File: config.mk
export PLATFORM = sky130hd
export DESIGN_NAME = ecr_top
export DESIGN_NICKNAME = d
export VERILOG_FILES = /design/src/inc/ecr_pkg.sv /design/src/rtl/ecr_sync.sv /design/src/rtl/ecr_code_map.sv /design/src/rtl/ecr_top.sv
export SDC_FILE = /design/constraint.sdc
export NUM_CORES = 1
export LEC_CHECK = 0
export BUFFER_PORTS_ARGS = -buffer_cell sky130_fd_sc_hd__buf_4
export CAP_MARGIN = 30
export CORE_UTILIZATION = 40
export CTS_CLUSTER_SIZE = 24
export DETAILED_ROUTE_END_ITERATION = 8
export GPL_ROUTABILITY_DRIVEN = 0
export PLACE_DENSITY = 0.67
export SYNTH_ARGS = -nofsm -noshare
export SYNTH_HDL_FRONTEND = slang
export SYNTH_SLANG_ARGS = --single-unit
File: constraint.sdc
create_clock -name pclk -period 1.7 [get_ports pclk]
set_input_delay 0.17 -clock pclk [delete_from_list [all_inputs] [get_ports pclk]]
set_output_delay 0.17 -clock pclk [all_outputs]
set_load 0.01 [all_outputs]
File: src/inc/ecr_pkg.sv
/*
 * Constants and types of the exception cause register block.
 * Assumes a 32-bit APB register bus and one processor clock.
 */
package ecr_pkg;
	// ------------------------------------------------------------
	// Register offsets
	// ------------------------------------------------------------
	localparam logic [7:0] OFF_CAUSE = 8'h00;
	localparam logic [7:0] OFF_CTRL = 8'h04;
	localparam logic [7:0] OFF_EVT = 8'h08;
	localparam logic [7:0] OFF_MASK = 8'h0C;
	localparam logic [7:0] OFF_RESUME = 8'h10;

	// ------------------------------------------------------------
	// Cause field positions
	// ------------------------------------------------------------
	localparam int BD_POS = 31;
	localparam int CE_LSB = 28;
	localparam int HW_LSB = 10;
	localparam int SW_LSB = 8;
	localparam int CODE_LSB = 2;

	// ------------------------------------------------------------
	// Control field positions
	// ------------------------------------------------------------
	localparam int IE_POS = 0;
	localparam int EXL_POS = 1;
	localparam int ERL_POS = 2;
	localparam int IM_LSB = 8;

	// ------------------------------------------------------------
	// Event bits
	// ------------------------------------------------------------
	localparam int EVT_EXC = 0;
	localparam int EVT_INT = 1;

	// ------------------------------------------------------------
	// Reset values
	// ------------------------------------------------------------
	localparam logic [1:0] CE_RST = 2'h0;
	localparam logic [1:0] SW_RST = 2'h0;
	localparam logic [4:0] CODE_RST = 5'h00;
	localparam logic [7:0] IM_RST = 8'h00;
	localparam logic ERL_RST = 1'b1;
	localparam logic [1:0] EVT_RST = 2'h0;

	// ------------------------------------------------------------
	// Exception kinds and codes
	// ------------------------------------------------------------
	typedef enum logic [3:0] {
		EK_INTERRUPT, EK_TLB_MOD, EK_TLB_MISS_LOAD, EK_TLB_MISS_STORE,
		EK_ADDR_ERROR_LOAD, EK_ADDR_ERROR_STORE, EK_FETCH_BUS_ERROR,
		EK_LOAD_BUS_ERROR, EK_SYSCALL, EK_BREAKPOINT_FAULT,
		EK_ILLEGAL_OPCODE, EK_COP_UNUSABLE, EK_ARITH_OVERFLOW,
		EK_TRAP_FAULT
	} ecr_kind_t;

	localparam logic [4:0] CODE_MAX = 5'h0D;
endpackage : ecr_pkg

File: src/rtl/ecr_sync.sv
/*
 * Two-flop synchroniser for the hardware interrupt pins.
 * Assumes asynchronous pins; only the second stage is read.
 */
`timescale 1ns/1ns
`default_nettype none
module ecr_sync #(
	parameter int WIDTH = 4
) (
	input wire logic pclk,
	input wire logic presetn,
	input wire logic [WIDTH-1:0] pin_in,
	output logic [WIDTH-1:0] sync_out
);
	logic [WIDTH-1:0] meta_q;
	logic [WIDTH-1:0] sync_q;

	always_ff @(posedge pclk or negedge presetn) begin
		if (!presetn) begin
			meta_q <= '0;
			sync_q <= '0;
		end else begin
			meta_q <= pin_in;
			sync_q <= meta_q;
		end
	end

	assign sync_out = sync_q;
endmodule : ecr_sync
`default_nettype wire

File: src/rtl/ecr_code_map.sv
/*
 * Maps the pipeline's exception kind to the five-bit code.
 * Assumes the kind is an ecr_kind_t value; others yield invalid.
 */
`timescale 1ns/1ns
`default_nettype none
module ecr_code_map (
	input wire logic [3:0] kind,
	output logic [4:0] code,
	output logic valid
);
	// Codes 14 and up are never produced
	function automatic logic [4:0] ecr_code_of(input logic [3:0] k);
		ecr_code_of = {1'b0, k};
	endfunction : ecr_code_of

	always_comb begin
		valid = ({1'b0, kind} <= ecr_pkg::CODE_MAX);
		code = valid ? ecr_code_of(kind) : ecr_pkg::CODE_RST;
	end
endmodule : ecr_code_map
`default_nettype wire

File: src/rtl/ecr_top.sv
/*
 * Exception cause register with APB access, interrupt request
 * logic and the resume address capture.
 * Assumes the pipeline pulses exc_commit for one cycle per exception
 * taken and interrupt pins are asynchronous.
 */
// The placing of the registers and register access over APB were chosen for this implementation.
`timescale 1ns/1ns
`default_nettype none
module ecr_top #(
	parameter int NUM_HW_INT = 4
) (
	input wire logic pclk,
	input wire logic presetn,
	input wire logic psel,
	input wire logic penable,
	input wire logic pwrite,
	input wire logic [7:0] paddr,
	input wire logic [31:0] pwdata,
	output logic [31:0] prdata,
	output logic pready,
	output logic pslverr,
	input wire logic [NUM_HW_INT-1:0] hw_int_pins,
	input wire logic exc_commit,
	input wire logic [3:0] exc_kind,
	input wire logic exc_in_delay_slot,
	input wire logic [1:0] exc_cop_num,
	input wire logic [31:0] exc_inst_pc,
	input wire logic [31:0] exc_branch_pc,
	output logic int_request,
	output logic irq
);
	// ------------------------------------------------------------
	// Parameter check
	// ------------------------------------------------------------
	if (NUM_HW_INT < 1 || NUM_HW_INT > 4) begin : g_bad_width
		$error("NUM_HW_INT must be 1 to 4");
	end

	// ------------------------------------------------------------
	// Declarations
	// ------------------------------------------------------------
	logic branch_delay_flag_q;
	logic [1:0] cop_num_q;
	logic [4:0] exception_code_field_q;
	logic [1:0] sw_interrupt_request_q;
	logic global_int_enable_q;
	logic exception_level_bit_q;
	logic error_level_bit_q;
	logic [7:0] interrupt_mask_field_q;
	logic [31:0] resume_address_reg_q;
	logic [1:0] evt_q;
	logic [1:0] evt_d;
	logic [1:0] evt_mask_q;
	logic [31:0] rdata_q;
	logic slverr_q;
	logic [NUM_HW_INT-1:0] hw_sync;
	logic [3:0] hw_interrupt_pending;
	logic [7:0] interrupt_pending_bits;
	logic [4:0] mapped_code;
	logic code_valid;
	logic take;
	logic setup;
	logic wr_done;
	logic rd_done;
	logic int_enabled;
	logic int_request_q;
	logic [31:0] cause_word;
	logic [31:0] ctrl_word;

	// ------------------------------------------------------------
	// Sub-blocks
	// ------------------------------------------------------------
	ecr_sync #(
		.WIDTH(NUM_HW_INT)
	) u_sync (
		.pclk(pclk),
		.presetn(presetn),
		.pin_in(hw_int_pins),
		.sync_out(hw_sync)
	);

	ecr_code_map u_map (
		.kind(exc_kind),
		.code(mapped_code),
		.valid(code_valid)
	);

	// ------------------------------------------------------------
	// Bus phases
	// ------------------------------------------------------------
	// Zero wait states keeps the access phase one cycle long
	assign pready = 1'b1;
	assign setup = psel && !penable;
	assign wr_done = psel && penable && pwrite;
	assign rd_done = psel && penable && !pwrite;
	// Unknown kinds are dropped rather than recorded as a bad code
	assign take = exc_commit && code_valid;

	// ------------------------------------------------------------
	// Cause fields written by hardware
	// ------------------------------------------------------------
	always_ff @(posedge pclk or negedge presetn) begin
		if (!presetn) begin
			branch_delay_flag_q <= 1'b0;
			cop_num_q <= ecr_pkg::CE_RST;
			exception_code_field_q <= ecr_pkg::CODE_RST;
		end else if (take) begin
			branch_delay_flag_q <= exc_in_delay_slot;
			cop_num_q <= exc_cop_num;
			exception_code_field_q <= mapped_code;
		end
	end

	// ------------------------------------------------------------
	// Software interrupt requests
	// ------------------------------------------------------------
	always_ff @(posedge pclk or negedge presetn) begin
		if (!presetn) begin
			sw_interrupt_request_q <= ecr_pkg::SW_RST;
		end else if (wr_done && paddr == ecr_pkg::OFF_CAUSE) begin
			sw_interrupt_request_q <= pwdata[ecr_pkg::SW_LSB +: 2];
		end
	end

	// Pending lines track the synchronised pins, no storage
	always_comb begin
		hw_interrupt_pending = '0;
		hw_interrupt_pending[NUM_HW_INT-1:0] = hw_sync;
		interrupt_pending_bits = {2'b00, hw_interrupt_pending,
			sw_interrupt_request_q};
	end

	// ------------------------------------------------------------
	// Control register
	// ------------------------------------------------------------
	// Hardware raising the exception level wins over a software clear
	always_ff @(posedge pclk or negedge presetn) begin
		if (!presetn) begin
			global_int_enable_q <= 1'b0;
			exception_level_bit_q <= 1'b0;
			error_level_bit_q <= ecr_pkg::ERL_RST;
			interrupt_mask_field_q <= ecr_pkg::IM_RST;
		end else begin
			if (wr_done && paddr == ecr_pkg::OFF_CTRL) begin
				global_int_enable_q <= pwdata[ecr_pkg::IE_POS];
				exception_level_bit_q <= pwdata[ecr_pkg::EXL_POS];
				error_level_bit_q <= pwdata[ecr_pkg::ERL_POS];
				interrupt_mask_field_q <= pwdata[ecr_pkg::IM_LSB +: 8];
			end
			if (take) begin
				exception_level_bit_q <= 1'b1;
			end
		end
	end

	// ------------------------------------------------------------
	// Resume address
	// ------------------------------------------------------------
	// Nested exceptions keep the first resume point
	always_ff @(posedge pclk or negedge presetn) begin
		if (!presetn) begin
			resume_address_reg_q <= '0;
		end else if (take && !exception_level_bit_q) begin
			resume_address_reg_q <= exc_in_delay_slot ? exc_branch_pc
				: exc_inst_pc;
		end
	end

	// ------------------------------------------------------------
	// Interrupt request to the pipeline
	// ------------------------------------------------------------
	assign int_enabled = global_int_enable_q && !exception_level_bit_q
		&& !error_level_bit_q;
	assign int_request = int_enabled
		&& |(interrupt_pending_bits & interrupt_mask_field_q);

	always_ff @(posedge pclk or negedge presetn) begin
		if (!presetn) begin
			int_request_q <= 1'b0;
		end else begin
			int_request_q <= int_request;
		end
	end

	// ------------------------------------------------------------
	// Event status, mask and irq
	// ------------------------------------------------------------
	always_comb begin
		evt_d = evt_q;
		// Clear only what the read reported, so a late set survives
		if (rd_done && paddr == ecr_pkg::OFF_EVT) begin
			evt_d = evt_q & ~rdata_q[1:0];
		end
		// Set wins over the read clear
		if (take) begin
			evt_d[ecr_pkg::EVT_EXC] = 1'b1;
		end
		if (int_request && !int_request_q) begin
			evt_d[ecr_pkg::EVT_INT] = 1'b1;
		end
	end

	always_ff @(posedge pclk or negedge presetn) begin
		if (!presetn) begin
			evt_q <= ecr_pkg::EVT_RST;
		end else begin
			evt_q <= evt_d;
		end
	end

	always_ff @(posedge pclk or negedge presetn) begin
		if (!presetn) begin
			evt_mask_q <= ecr_pkg::EVT_RST;
		end else if (wr_done && paddr == ecr_pkg::OFF_MASK) begin
			evt_mask_q <= pwdata[1:0];
		end
	end

	assign irq = |(evt_q & evt_mask_q);

	// ------------------------------------------------------------
	// Read data
	// ------------------------------------------------------------
	always_comb begin
		cause_word = '0;
		cause_word[ecr_pkg::BD_POS] = branch_delay_flag_q;
		cause_word[ecr_pkg::CE_LSB +: 2] = cop_num_q;
		cause_word[ecr_pkg::SW_LSB +: 8] = interrupt_pending_bits;
		cause_word[ecr_pkg::CODE_LSB +: 5] = exception_code_field_q;
		ctrl_word = '0;
		ctrl_word[ecr_pkg::IE_POS] = global_int_enable_q;
		ctrl_word[ecr_pkg::EXL_POS] = exception_level_bit_q;
		ctrl_word[ecr_pkg::ERL_POS] = error_level_bit_q;
		ctrl_word[ecr_pkg::IM_LSB +: 8] = interrupt_mask_field_q;
	end

	// Read data is captured at setup so it comes from a flip-flop
	always_ff @(posedge pclk or negedge presetn) begin
		if (!presetn) begin
			rdata_q <= '0;
			slverr_q <= 1'b0;
		end else if (setup) begin
			slverr_q <= 1'b0;
			if (paddr == ecr_pkg::OFF_CAUSE) begin
				rdata_q <= cause_word;
			end else if (paddr == ecr_pkg::OFF_CTRL) begin
				rdata_q <= ctrl_word;
			end else if (paddr == ecr_pkg::OFF_EVT) begin
				rdata_q <= {30'h0, evt_q};
			end else if (paddr == ecr_pkg::OFF_MASK) begin
				rdata_q <= {30'h0, evt_mask_q};
			end else if (paddr == ecr_pkg::OFF_RESUME) begin
				rdata_q <= resume_address_reg_q;
			end else begin
				rdata_q <= '0;
				slverr_q <= 1'b1;
			end
		end
	end

	assign prdata = rdata_q;
	assign pslverr = slverr_q && psel && penable;
endmodule : ecr_top
`default_nettype wire

==> results of run 1 <==
## path summary, 6_finish.rpt
kind / startpoint / to / slack, ns / cells past startpoint
max in group asynchronous: presetn / prdata[6]$_DFFE_PN0P_ / 0.85 / 3
min in group asynchronous: presetn / interrupt_mask_field_q[2]$_DFFE_PN0P_ / 0.30 / 2
setup reg to reg: u_sync.sync_out[2]$_DFF_PN0_ / evt_q[1]$_DFFE_PN0P_ / 0.13 / 6
hold / removal: exc_commit / exception_code_field_q[3]$_DFFE_PN0P_ / 0.03 / 2
setup / recovery: u_sync.sync_out[2]$_DFF_PN0_ / int_request / 0.04 / 4
hold reg to reg: u_sync.meta_q[0]$_DFF_PN0_ / u_sync.sync_out[0]$_DFF_PN0_ / 0.35 / 0
## stage by stage
step            util  TNS [ns]  std cells
3_5_place_dp   0.538     -3.92        634
4_1_cts        0.564         0        656
2_1_floorplan      -    -0.407        370
6_report       0.565         0        657
5_1_grt        0.565   -0.0671        657
3_3_place_gp   0.538     -3.57        634
## cell families (layout without fill, tap and decap cells)
kind of cell / count (synthesis) / after routing / synth area share
other cells: 1 / 1 / 0.000879
buf+inv: 30 / 181 / 0.0284
flops: 98 / 98 / 0.575
simple gates: 91 / 91 / 0.0991
compound gates: 85 / 85 / 0.136
mux: 65 / 65 / 0.160
## layout make-up
class | count | area [um2] | area share
clock buffer | 10 | 128 | 0.0219
tap | 136 | 170 | 0.0292
clock inverter | 6 | 66.3 | 0.0114
sequential | 98 | 2450 | 0.421
multi-input combinational | 242 | 1710 | 0.293
timing repair buffer | 162 | 1290 | 0.222
inverter | 3 | 11.3 | 0.00193
## power breakdown
group,internal (W),switching [W],total (W)
registers,0.00252,0.000101,0.00262
logic,0.000367,0.000300,0.000667
clock network,0.000684,0.000801,0.00148
## routing by layer
metal,track usage,up-vias,wire (um)
met1,0.258,1630,4490
met3,0.0408,20,519
met5,0,-,0
met4,0.0825,0,222
met2,0.328,110,5210
li1,-,1616,-
## placed cells by master, fill, tap and decap left out, types with 2 or more instances in the layout
cell type	Yosys	layout
and3_1	4	4
nor4_1	3	2
a21oi_1	5	4
a22o_1	21	21
mux2i_1	39	39
mux2_1	3	3
nand3_1	3	3
clkbuf_8	0	9
nand2_1	46	46
dlygate4sd3_1	0	5
a32oi_1	2	2
a22oi_1	3	3
o21ai_0	34	34
clkinvlp_4	0	3
mux2_2	23	23
o31ai_1	6	6
buf_12	0	5
a211oi_1	3	3
a2111oi_0	2	2
inv_1	3	3
a221oi_1	8	7
nand2b_1	3	3
nor2b_1	4	4
buf_4	1	152
dfrtp_1	97	97
nor2_1	20	20
## sequential cells by signal, summed over array words and instances, names as in the netlist, 2 cells and up
signal,flops
evt_mask_q,2
resume_address_reg_q,32
sw_interrupt_request_q,2
u_sync.sync_out,4
cop_num_q,2
prdata,32
interrupt_mask_field_q,8
u_sync.meta_q,4
evt_q,2
exception_code_field_q,4
## critical path, delay by kind of cell, from the launching register on
| kind | cells | cell delay (ns) |
|---|---|---|
| flip-flops | 1 | 0.39 |
| AO/OA/AOI/OAI | 3 | 0.60 |
| buffers and inverters | 1 | 0.15 |
## what timing repair did
action,CTS,global route
buffers inserted,1,1
pin swaps,1,1
endpoints found under the hold margin,34,0
setup endpoints to repair,1,1
gates cloned,0,0
hold buffers,5,0
gates resized for setup,2,0
==> flow_metrics.py, run 1 <==
metrics = {
    "finish": {
        "area_growth_pct": 36.6,
        "design_area_mm2": 0.00583,
        "nets": 637,
        "num-fill-cells": 880,
        "drive_gt1_frac": 0.388,
        "diodes": 0,
    },
    "sta": {
        "finClkSkew_ns": 0.00924,
        "rsz0062_at_grt": "yes",
        "layout_min_cycle_time_ns": 1.66,
        "setup_viol": 0,
        "slew_violations": 0,
        "period_share": 0.977,
        "hold_ws_ns": 0.0325,
        "finalHoldViolCount": 0,
        "worst_slack_ns": 0.0383,
        "fmax_ghz": 0.602,
    },
    "floorplan": {
        "dieHeight_um": 105,
        "ioPinCount": 157,
        "core_area_mm2": 0.0103,
        "dieArea_mm2": 0.0111,
        "rows": 37,
        "die_w_um": 105,
        "start_util": 0.413,
    },
    "worst_setup_path": {
        "cp_cell_sequence": "a22o_1 -> a221oi_2 -> a21oi_2 -> buf_4",
        "cp-start-kind": "register",
        "cpMaxStageDelayCell": "dfrtp_1",
        "critPathMaxFanout": 2,
        "critPathKind": "register to output pin",
        "worstPathRequired_ns": 1.53,
        "cp-end-kind": "output pin",
        "cp.arrival_ns": 1.49,
        "cpPeakStageDelay_ns": 0.39,
    },
    "yosys": {
        "netlist_area_mm2": 0.00427,
        "synth.most_common_cell": "dfrtp_1",
        "synthTopCellsByCount": "dfrtp_1 (97), nand2_1 (46), mux2i_1 (39)",
        "synthesis.nets": 491,
        "seq_area_frac_synth": 0.575,
        "yosys.area.top_type": "dfrtp_1",
        "synth_cell_types": 36,
        "async_flop_share": 1.00,
        "synth_flop_cell": "dfrtp_1",
        "synth_cells": 370,
        "synth.area.top_cells": "dfrtp_1 (57%), mux2i_1 (9.1%), mux2_2 (6.1%), a22o_1 (4.3%), nand2_1 (4.0%)",
        "synth_top_area_frac": 0.569,
        "yosysWarnings": 0,
        "avgSynthCellArea_um2": 11.5,
        "synth_edf_count": 0,
        "synth.ff_latch_count": 98,
    },
    "power_and_ir_drop": {
        "worst_ir_drop_vdd_uv": 461,
        "fin_total_pwr_w": 0.00477,
        "powerDensity_mw_per_mm2": 818,
        "p_leak_nw": 2.92,
    },
    "place": {
        "port_buffers": 134,
        "place_area_mm2": 0.00556,
        "dp_slack_ns": -0.308,
        "dp_hpwl_um": 7660,
    },
    "global_route": {
        "grt_pass1_vias": 3414,
        "grt_antenna_before_repair": 0,
        "grt_max_degree": 65,
        "grt_pass1_wl_um": 17100,
        "grt-ovfl-total": 0,
        "grt.total_usage": 0.200,
    },
    "routing": {
        "num_vias": 3376,
        "drt-vias-per-instance": 5.14,
        "drtIter0Drc": 136,
        "wl_per_cell_um": 15.9,
        "drt_wl_total_um": 10400,
        "drc": 0,
        "firstDrtPassIters": 5,
        "antenna_left": 0,
    },
    "outcome": {
        "status": "completed",
    },
    "worst_hold_path": {
        "min_path_type": "input pin to register",
    },
    "run": {
        "drv_cap": 0,
    },
    "clock_network": {
        "cts_root_buf": "clkbuf_8",
        "cts.clk_slew.worst_paths_ns": 0.10,
        "cts_sinks": 98,
        "cts_made_buffers": 9,
        "clk-insertion-delay-late_ns": 0.36,
        "clk_path_buf_depth": 2,
        "htree_levels": 3,
        "cts_tree": "built",
    },
}
(Power assumes the default switching activity.)
==> run 2: changes to the inputs <==
--- a/config.mk
+++ b/config.mk
@@ -7,6 +7,7 @@
 export LEC_CHECK = 0
 export BUFFER_PORTS_ARGS = -buffer_cell sky130_fd_sc_hd__buf_4
 export CAP_MARGIN = 30
+export CORE_MARGIN = 2
 export CORE_UTILIZATION = 40
 export CTS_CLUSTER_SIZE = 24
 export DETAILED_ROUTE_END_ITERATION = 8
==> flow_metrics.py, run 2 (synthesized netlist as in run 1, its figures left out) <==
metrics = {
    "sta": {
        "finClkSkew_ns": 0.00834,
        "slew-limit-headroom": 0.655,
        "slew_violations": 0,
        "finalHoldViolCount": 0,
        "rsz0062_at_grt": "yes",
        "setup_viol": 0,
        "period_share": 0.988,
        "fmax_ghz": 0.596,
        "layout_min_cycle_time_ns": 1.68,
        "final.setup.tns_ns": 0,
        "worstMarginPinSlew_ns": 0.517,
    },
    "global_route": {
        "grt_pass1_wl_um": 17400,
        "grt.total_usage": 0.195,
        "grt_antenna_before_repair": 0,
        "grt_max_degree": 99,
        "grt_pass1_vias": 3523,
        "grt-ovfl-total": 0,
    },
    "routing": {
        "drc": 0,
        "num_vias": 3314,
        "drtIter0Drc": 122,
        "antenna_left": 0,
        "drt_wl_total_um": 10500,
        "drt-vias-per-instance": 5.06,
        "firstDrtPassIters": 4,
        "wl_per_cell_um": 16.0,
    },
    "floorplan": {
        "core_area_mm2": 0.0103,
        "dieArea_mm2": 0.0115,
        "dieHeight_um": 107,
        "die_w_um": 107,
        "rows": 37,
        "ioPinCount": 157,
        "start_util": 0.413,
    },
    "power_and_ir_drop": {
        "worst_ir_drop_vdd_uv": 368,
        "power_frac_comb": 0.141,
        "p_int_w": 0.00350,
        "seqPwrFrac": 0.557,
        "switching_share": 0.256,
        "power.share.clock": 0.302,
        "powerDensity_mw_per_mm2": 811,
        "power.net_switching_w": 0.00120,
        "p_leak_nw": 2.90,
    },
    "finish": {
        "diodes": 0,
        "drive_gt1_frac": 0.387,
        "finalCoreUtilization": 0.561,
        "final_cell_mix": "buf_4 (151), dfrtp_1 (97), nand2_1 (46)",
        "final_common_cell": "buf_4",
        "nets": 635,
        "area_growth_pct": 35.8,
        "final_cells": 655,
        "num-fill-cells": 923,
    },
    "worst_setup_path": {
        "worst-r2r-cell-count": 5,
        "cpMaxStageDelayCell": "dfrtp_1",
        "r2r_end": "evt_q[1]$_DFFE_PN0P_",
        "reg2reg_from": "u_sync.sync_out[2]$_DFF_PN0_",
        "cpPeakStageDelay_ns": 0.39,
        "cp_cell_sequence": "a22o_1 -> a221oi_2 -> a21oi_2 -> buf_4",
        "worstPathRequired_ns": 1.53,
        "regToRegSetupSlack_ns": 0.21,
        "critPathBufInv": 1,
        "critPathKind": "register to output pin",
        "critical_path_depth": 4,
        "cp-start-kind": "register",
        "critPathMaxFanout": 2,
        "cp-end-kind": "output pin",
        "cp.arrival_ns": 1.51,
        "cp_top_family": "compound AO/OA/AOI/OAI gates",
    },
    "worst_hold_path": {
        "hold_end": "interrupt_mask_field_q[2]$_DFFE_PN0P_",
        "hp-start": "pwdata[10]",
        "hold_depth": 2,
        "min_path_type": "input pin to register",
    },
    "clock_network": {
        "clk_path_buf_depth": 2,
        "cts_made_buffers": 9,
        "htree_levels": 3,
        "clk-insertion-delay-late_ns": 0.35,
        "cts_sinks": 98,
        "cts.clk_slew.worst_paths_ns": 0.09,
        "cts_root_buf": "clkbuf_8",
        "cts_tree": "built",
    },
    "outcome": {
        "status": "completed",
    },
    "place": {
        "placed_cells": 633,
        "port_buffers": 134,
        "dp_hpwl_um": 7520,
    },
    "run": {
        "drv_cap": 0,
    },
}
run 2: metrics by stage:
stage	hold slack, ns	total power, W	instance area (um2)	worst slack (ns)
2_1_floorplan	-0.126	0.00294	4270	-0.203
3_3_place_gp	0.265	0.00330	5540	-0.263
3_5_place_dp	0.267	0.00333	5540	-0.301
4_1_cts	0.00744	0.00476	5790	0.00108
5_1_grt	0.0168	0.00497	5800	-0.0650
6_report	0.0223	0.00470	5800	0.0210
run 2: layout make-up:
class	count	area [um2]	area share
Multi-Input combinational cell	242	1710	0.295
Sequential cell	98	2450	0.423
Tap cell	136	170	0.0294
Timing Repair Buffer	160	1260	0.218
Clock inverter	5	37.5	0.00648
Inverter	3	11.3	0.00194
Clock buffer	11	151	0.0261
run 2: power groups by stage:
stage / registers [W] / clock network (W) / logic (W)
finish: 0.00262 / 0.00142 / 0.000662
CTS: 0.00262 / 0.00147 / 0.000674
global route: 0.00264 / 0.00158 / 0.000747
detailed placement: 0.00266 / 0 / 0.000662
global placement: 0.00266 / 0 / 0.000645
floorplan: 0.00265 / 0 / 0.000293
run 2: worst max-delay path by stage:
stage                                 start  slack [ns]                                     to
3_5_place_dp                       paddr[1]       -0.30  sw_interrupt_request_q[0]$_DFFE_PN0P_
6_report       u_sync.sync_out[2]$_DFF_PN0_        0.02                            int_request
4_1_cts        u_sync.sync_out[2]$_DFF_PN0_       0.001                            int_request
5_1_grt        u_sync.sync_out[2]$_DFF_PN0_       -0.06                            int_request
3_3_place_gp                       paddr[1]       -0.26  sw_interrupt_request_q[1]$_DFFE_PN0P_
2_1_floorplan                      paddr[1]       -0.20  sw_interrupt_request_q[0]$_DFFE_PN0P_
run 2: metal layers:
metal	track usage	wire [um]	vias up
met2	0.317	5180	96
met1	0.261	4580	1592
met3	0.0369	540	12
met5	0	0	-
met4	0.0677	154	0
li1	-	-	1614
run 2: timing repair:
| action | in CTS | in global routing |
|---|---|---|
| gates resized for setup | 2 | 0 |
| hold buffers | 5 | 0 |
| setup endpoints to repair | 1 | 1 |
| pin swaps | 1 | 1 |
| endpoints found under the hold margin | 101 | 0 |
| setup buffers | 0 | 1 |
==> run 3: changes to the inputs <==
--- a/config.mk
+++ b/config.mk
@@ -12,7 +12,7 @@
 export CTS_CLUSTER_SIZE = 24
 export DETAILED_ROUTE_END_ITERATION = 8
 export GPL_ROUTABILITY_DRIVEN = 0
-export PLACE_DENSITY = 0.67
+export PLACE_DENSITY_LB_ADDON = 0.05
 export SYNTH_ARGS = -nofsm -noshare
 export SYNTH_HDL_FRONTEND = slang
 export SYNTH_SLANG_ARGS = --single-unit
==> flow_metrics.py, run 3 (synthesized netlist as in run 1, its figures left out) <==
metrics = {
    "worst_hold_path": {
        "hp-start": "exc_commit",
        "hold_depth": 2,
        "min_path_type": "input pin to register",
        "hold_end": "exception_code_field_q[3]$_DFFE_PN0P_",
    },
    "power_and_ir_drop": {
        "power_frac_comb": 0.137,
        "p_leak_nw": 2.93,
        "seqPwrFrac": 0.539,
        "power.net_switching_w": 0.00118,
        "switching_share": 0.243,
        "p_int_w": 0.00368,
        "powerDensity_mw_per_mm2": 832,
        "power.share.clock": 0.325,
        "worst_ir_drop_vdd_uv": 493,
    },
    "clock_network": {
        "clk_path_buf_depth": 2,
        "cts_sinks": 98,
        "htree_levels": 3,
        "clk-insertion-delay-late_ns": 0.36,
        "cts.clk_slew.worst_paths_ns": 0.09,
        "cts_tree": "built",
        "cts_root_buf": "clkbuf_8",
        "cts_made_buffers": 9,
    },
    "floorplan": {
        "dieArea_mm2": 0.0115,
        "ioPinCount": 157,
        "core_area_mm2": 0.0103,
        "start_util": 0.413,
        "rows": 37,
        "dieHeight_um": 107,
        "die_w_um": 107,
    },
    "worst_setup_path": {
        "regToRegSetupSlack_ns": 0.22,
        "reg2reg_from": "interrupt_mask_field_q[4]$_DFFE_PN0P_",
        "cp-end-kind": "output pin",
        "r2r_end": "evt_q[1]$_DFFE_PN0P_",
        "cp.arrival_ns": 1.52,
        "critPathKind": "register to output pin",
        "worst-r2r-cell-count": 5,
        "critPathMaxFanout": 2,
        "cp-start-kind": "register",
        "worstPathRequired_ns": 1.53,
    },
    "sta": {
        "layout_min_cycle_time_ns": 1.69,
        "hold_ws_ns": 0.0326,
        "finClkSkew_ns": 0.00565,
        "final.setup.tns_ns": 0,
        "fmax_ghz": 0.591,
        "worst_slack_ns": 0.00788,
        "slew_violations": 0,
        "finalHoldViolCount": 0,
        "setup_viol": 0,
        "period_share": 0.995,
        "rsz0062_at_grt": "yes",
    },
    "finish": {
        "area_growth_pct": 37.1,
        "regArea_mm2": 0.00245,
        "final_cell_mix": "buf_4 (150), dfrtp_1 (97), nand2_1 (46)",
        "num-fill-cells": 892,
        "diodes": 0,
        "design_area_mm2": 0.00585,
        "nets": 636,
        "multi_input_area_mm2": 0.00171,
        "final_common_cell": "buf_4",
        "final_cells": 656,
        "drive_gt1_frac": 0.385,
    },
    "global_route": {
        "grt_pass1_vias": 3335,
        "grt_antenna_before_repair": 0,
        "grt-ovfl-total": 0,
        "grt.total_usage": 0.189,
        "grt_max_degree": 65,
        "grt_pass1_wl_um": 16600,
    },
    "place": {
        "dp_slack_ns": -0.306,
        "placed_cells": 632,
        "port_buffers": 134,
        "place_area_mm2": 0.00554,
        "dp_hpwl_um": 7490,
    },
    "routing": {
        "firstDrtPassIters": 4,
        "num_vias": 3295,
        "drt-vias-per-instance": 5.02,
        "drc": 0,
        "drt_wl_total_um": 10200,
        "drtIter0Drc": 119,
        "antenna_left": 0,
        "wl_per_cell_um": 15.6,
    },
    "run": {
        "drv_cap": 0,
    },
    "outcome": {
        "status": "completed",
    },
}
-- run 3: cell types whose count changed in the layout (fill, tap and decap cells not counted) --
cell	delta
clkinvlp_4	-2
a221oi_2	-1
a221oi_4	+1
buf_12	+1
buf_4	-1
bufinv_16	+1
clkbuf_8	+1
clkinv_2	+1
dlygate4sd3_1	+1
inv_6	-1
nor4_1	+1
nor4_2	-1
-- run 3: through the flow --
stage	power [W]	util
6_report	0.00486	0.566
5_1_grt	0.00513	0.566
3_3_place_gp	0.00331	0.536
3_5_place_dp	0.00333	0.536
4_1_cts	0.00492	0.564
2_1_floorplan	0.00294	-
-- run 3: repair_timing --
item                                    in CTS  in global routing
resized for setup                            2                  1
endpoints found under the setup margin       1                  1
hold endpoints to repair                    29                  1
setup buffers                                2                  0
hold buffers                                 5                  1
pin swaps                                    1                  1
-- run 3: worst max-delay path by stage --
| stage | start | endpoint | slack, ns | cells past startpoint |
|---|---|---|---|---|
| 6_report | interrupt_mask_field_q[4]$_DFFE_PN0P_ | int_request | 0.008 | 4 |
| 3_5_place_dp | paddr[1] | sw_interrupt_request_q[1]$_DFFE_PN0P_ | -0.31 | 5 |
| 5_1_grt | u_sync.sync_out[2]$_DFF_PN0_ | int_request | -0.07 | 4 |
| 3_3_place_gp | paddr[1] | sw_interrupt_request_q[0]$_DFFE_PN0P_ | -0.26 | 5 |
| 2_1_floorplan | paddr[1] | sw_interrupt_request_q[0]$_DFFE_PN0P_ | -0.20 | 5 |
| 4_1_cts | interrupt_mask_field_q[4]$_DFFE_PN0P_ | int_request | -0.04 | 4 |
-- run 3: worst max-delay path: stages, from the launching register on --
cell,delay (ns)
dfrtp_1,0.40
a22o_1,0.25
a221oi_4,0.25
a21oi_2,0.12
buf_4,0.16
-- run 3: power by group through the flow --
stage / Combinational, W / Clock [W] / Sequential, W
final: 0.000665 / 0.00158 / 0.00262
after global routing: 0.000751 / 0.00173 / 0.00264
after CTS: 0.000676 / 0.00162 / 0.00262
after detailed placement: 0.000664 / 0 / 0.00267
after global placement: 0.000653 / 0 / 0.00266
after floorplan: 0.000293 / 0 / 0.00265
-- run 3: routing by layer --
metal  part of all wire  vias up  GRT usage
li1                   -     1624          -
met3              0.052       15     0.0412
met2               0.48       88      0.302
met1               0.45     1568      0.251
met4              0.017        0     0.0788
met5                  0        -          0
-- run 3: cell type report --
| class | instances | area share |
|---|---|---|
| multi-input cells | 242 | 0.293 |
| inverters | 3 | 0.00193 |
| clock buffers | 12 | 0.0282 |
| well taps | 136 | 0.0291 |
| repair buffers | 161 | 0.220 |
| clock inverters | 4 | 0.00834 |
| flip-flops and latches | 98 | 0.420 |
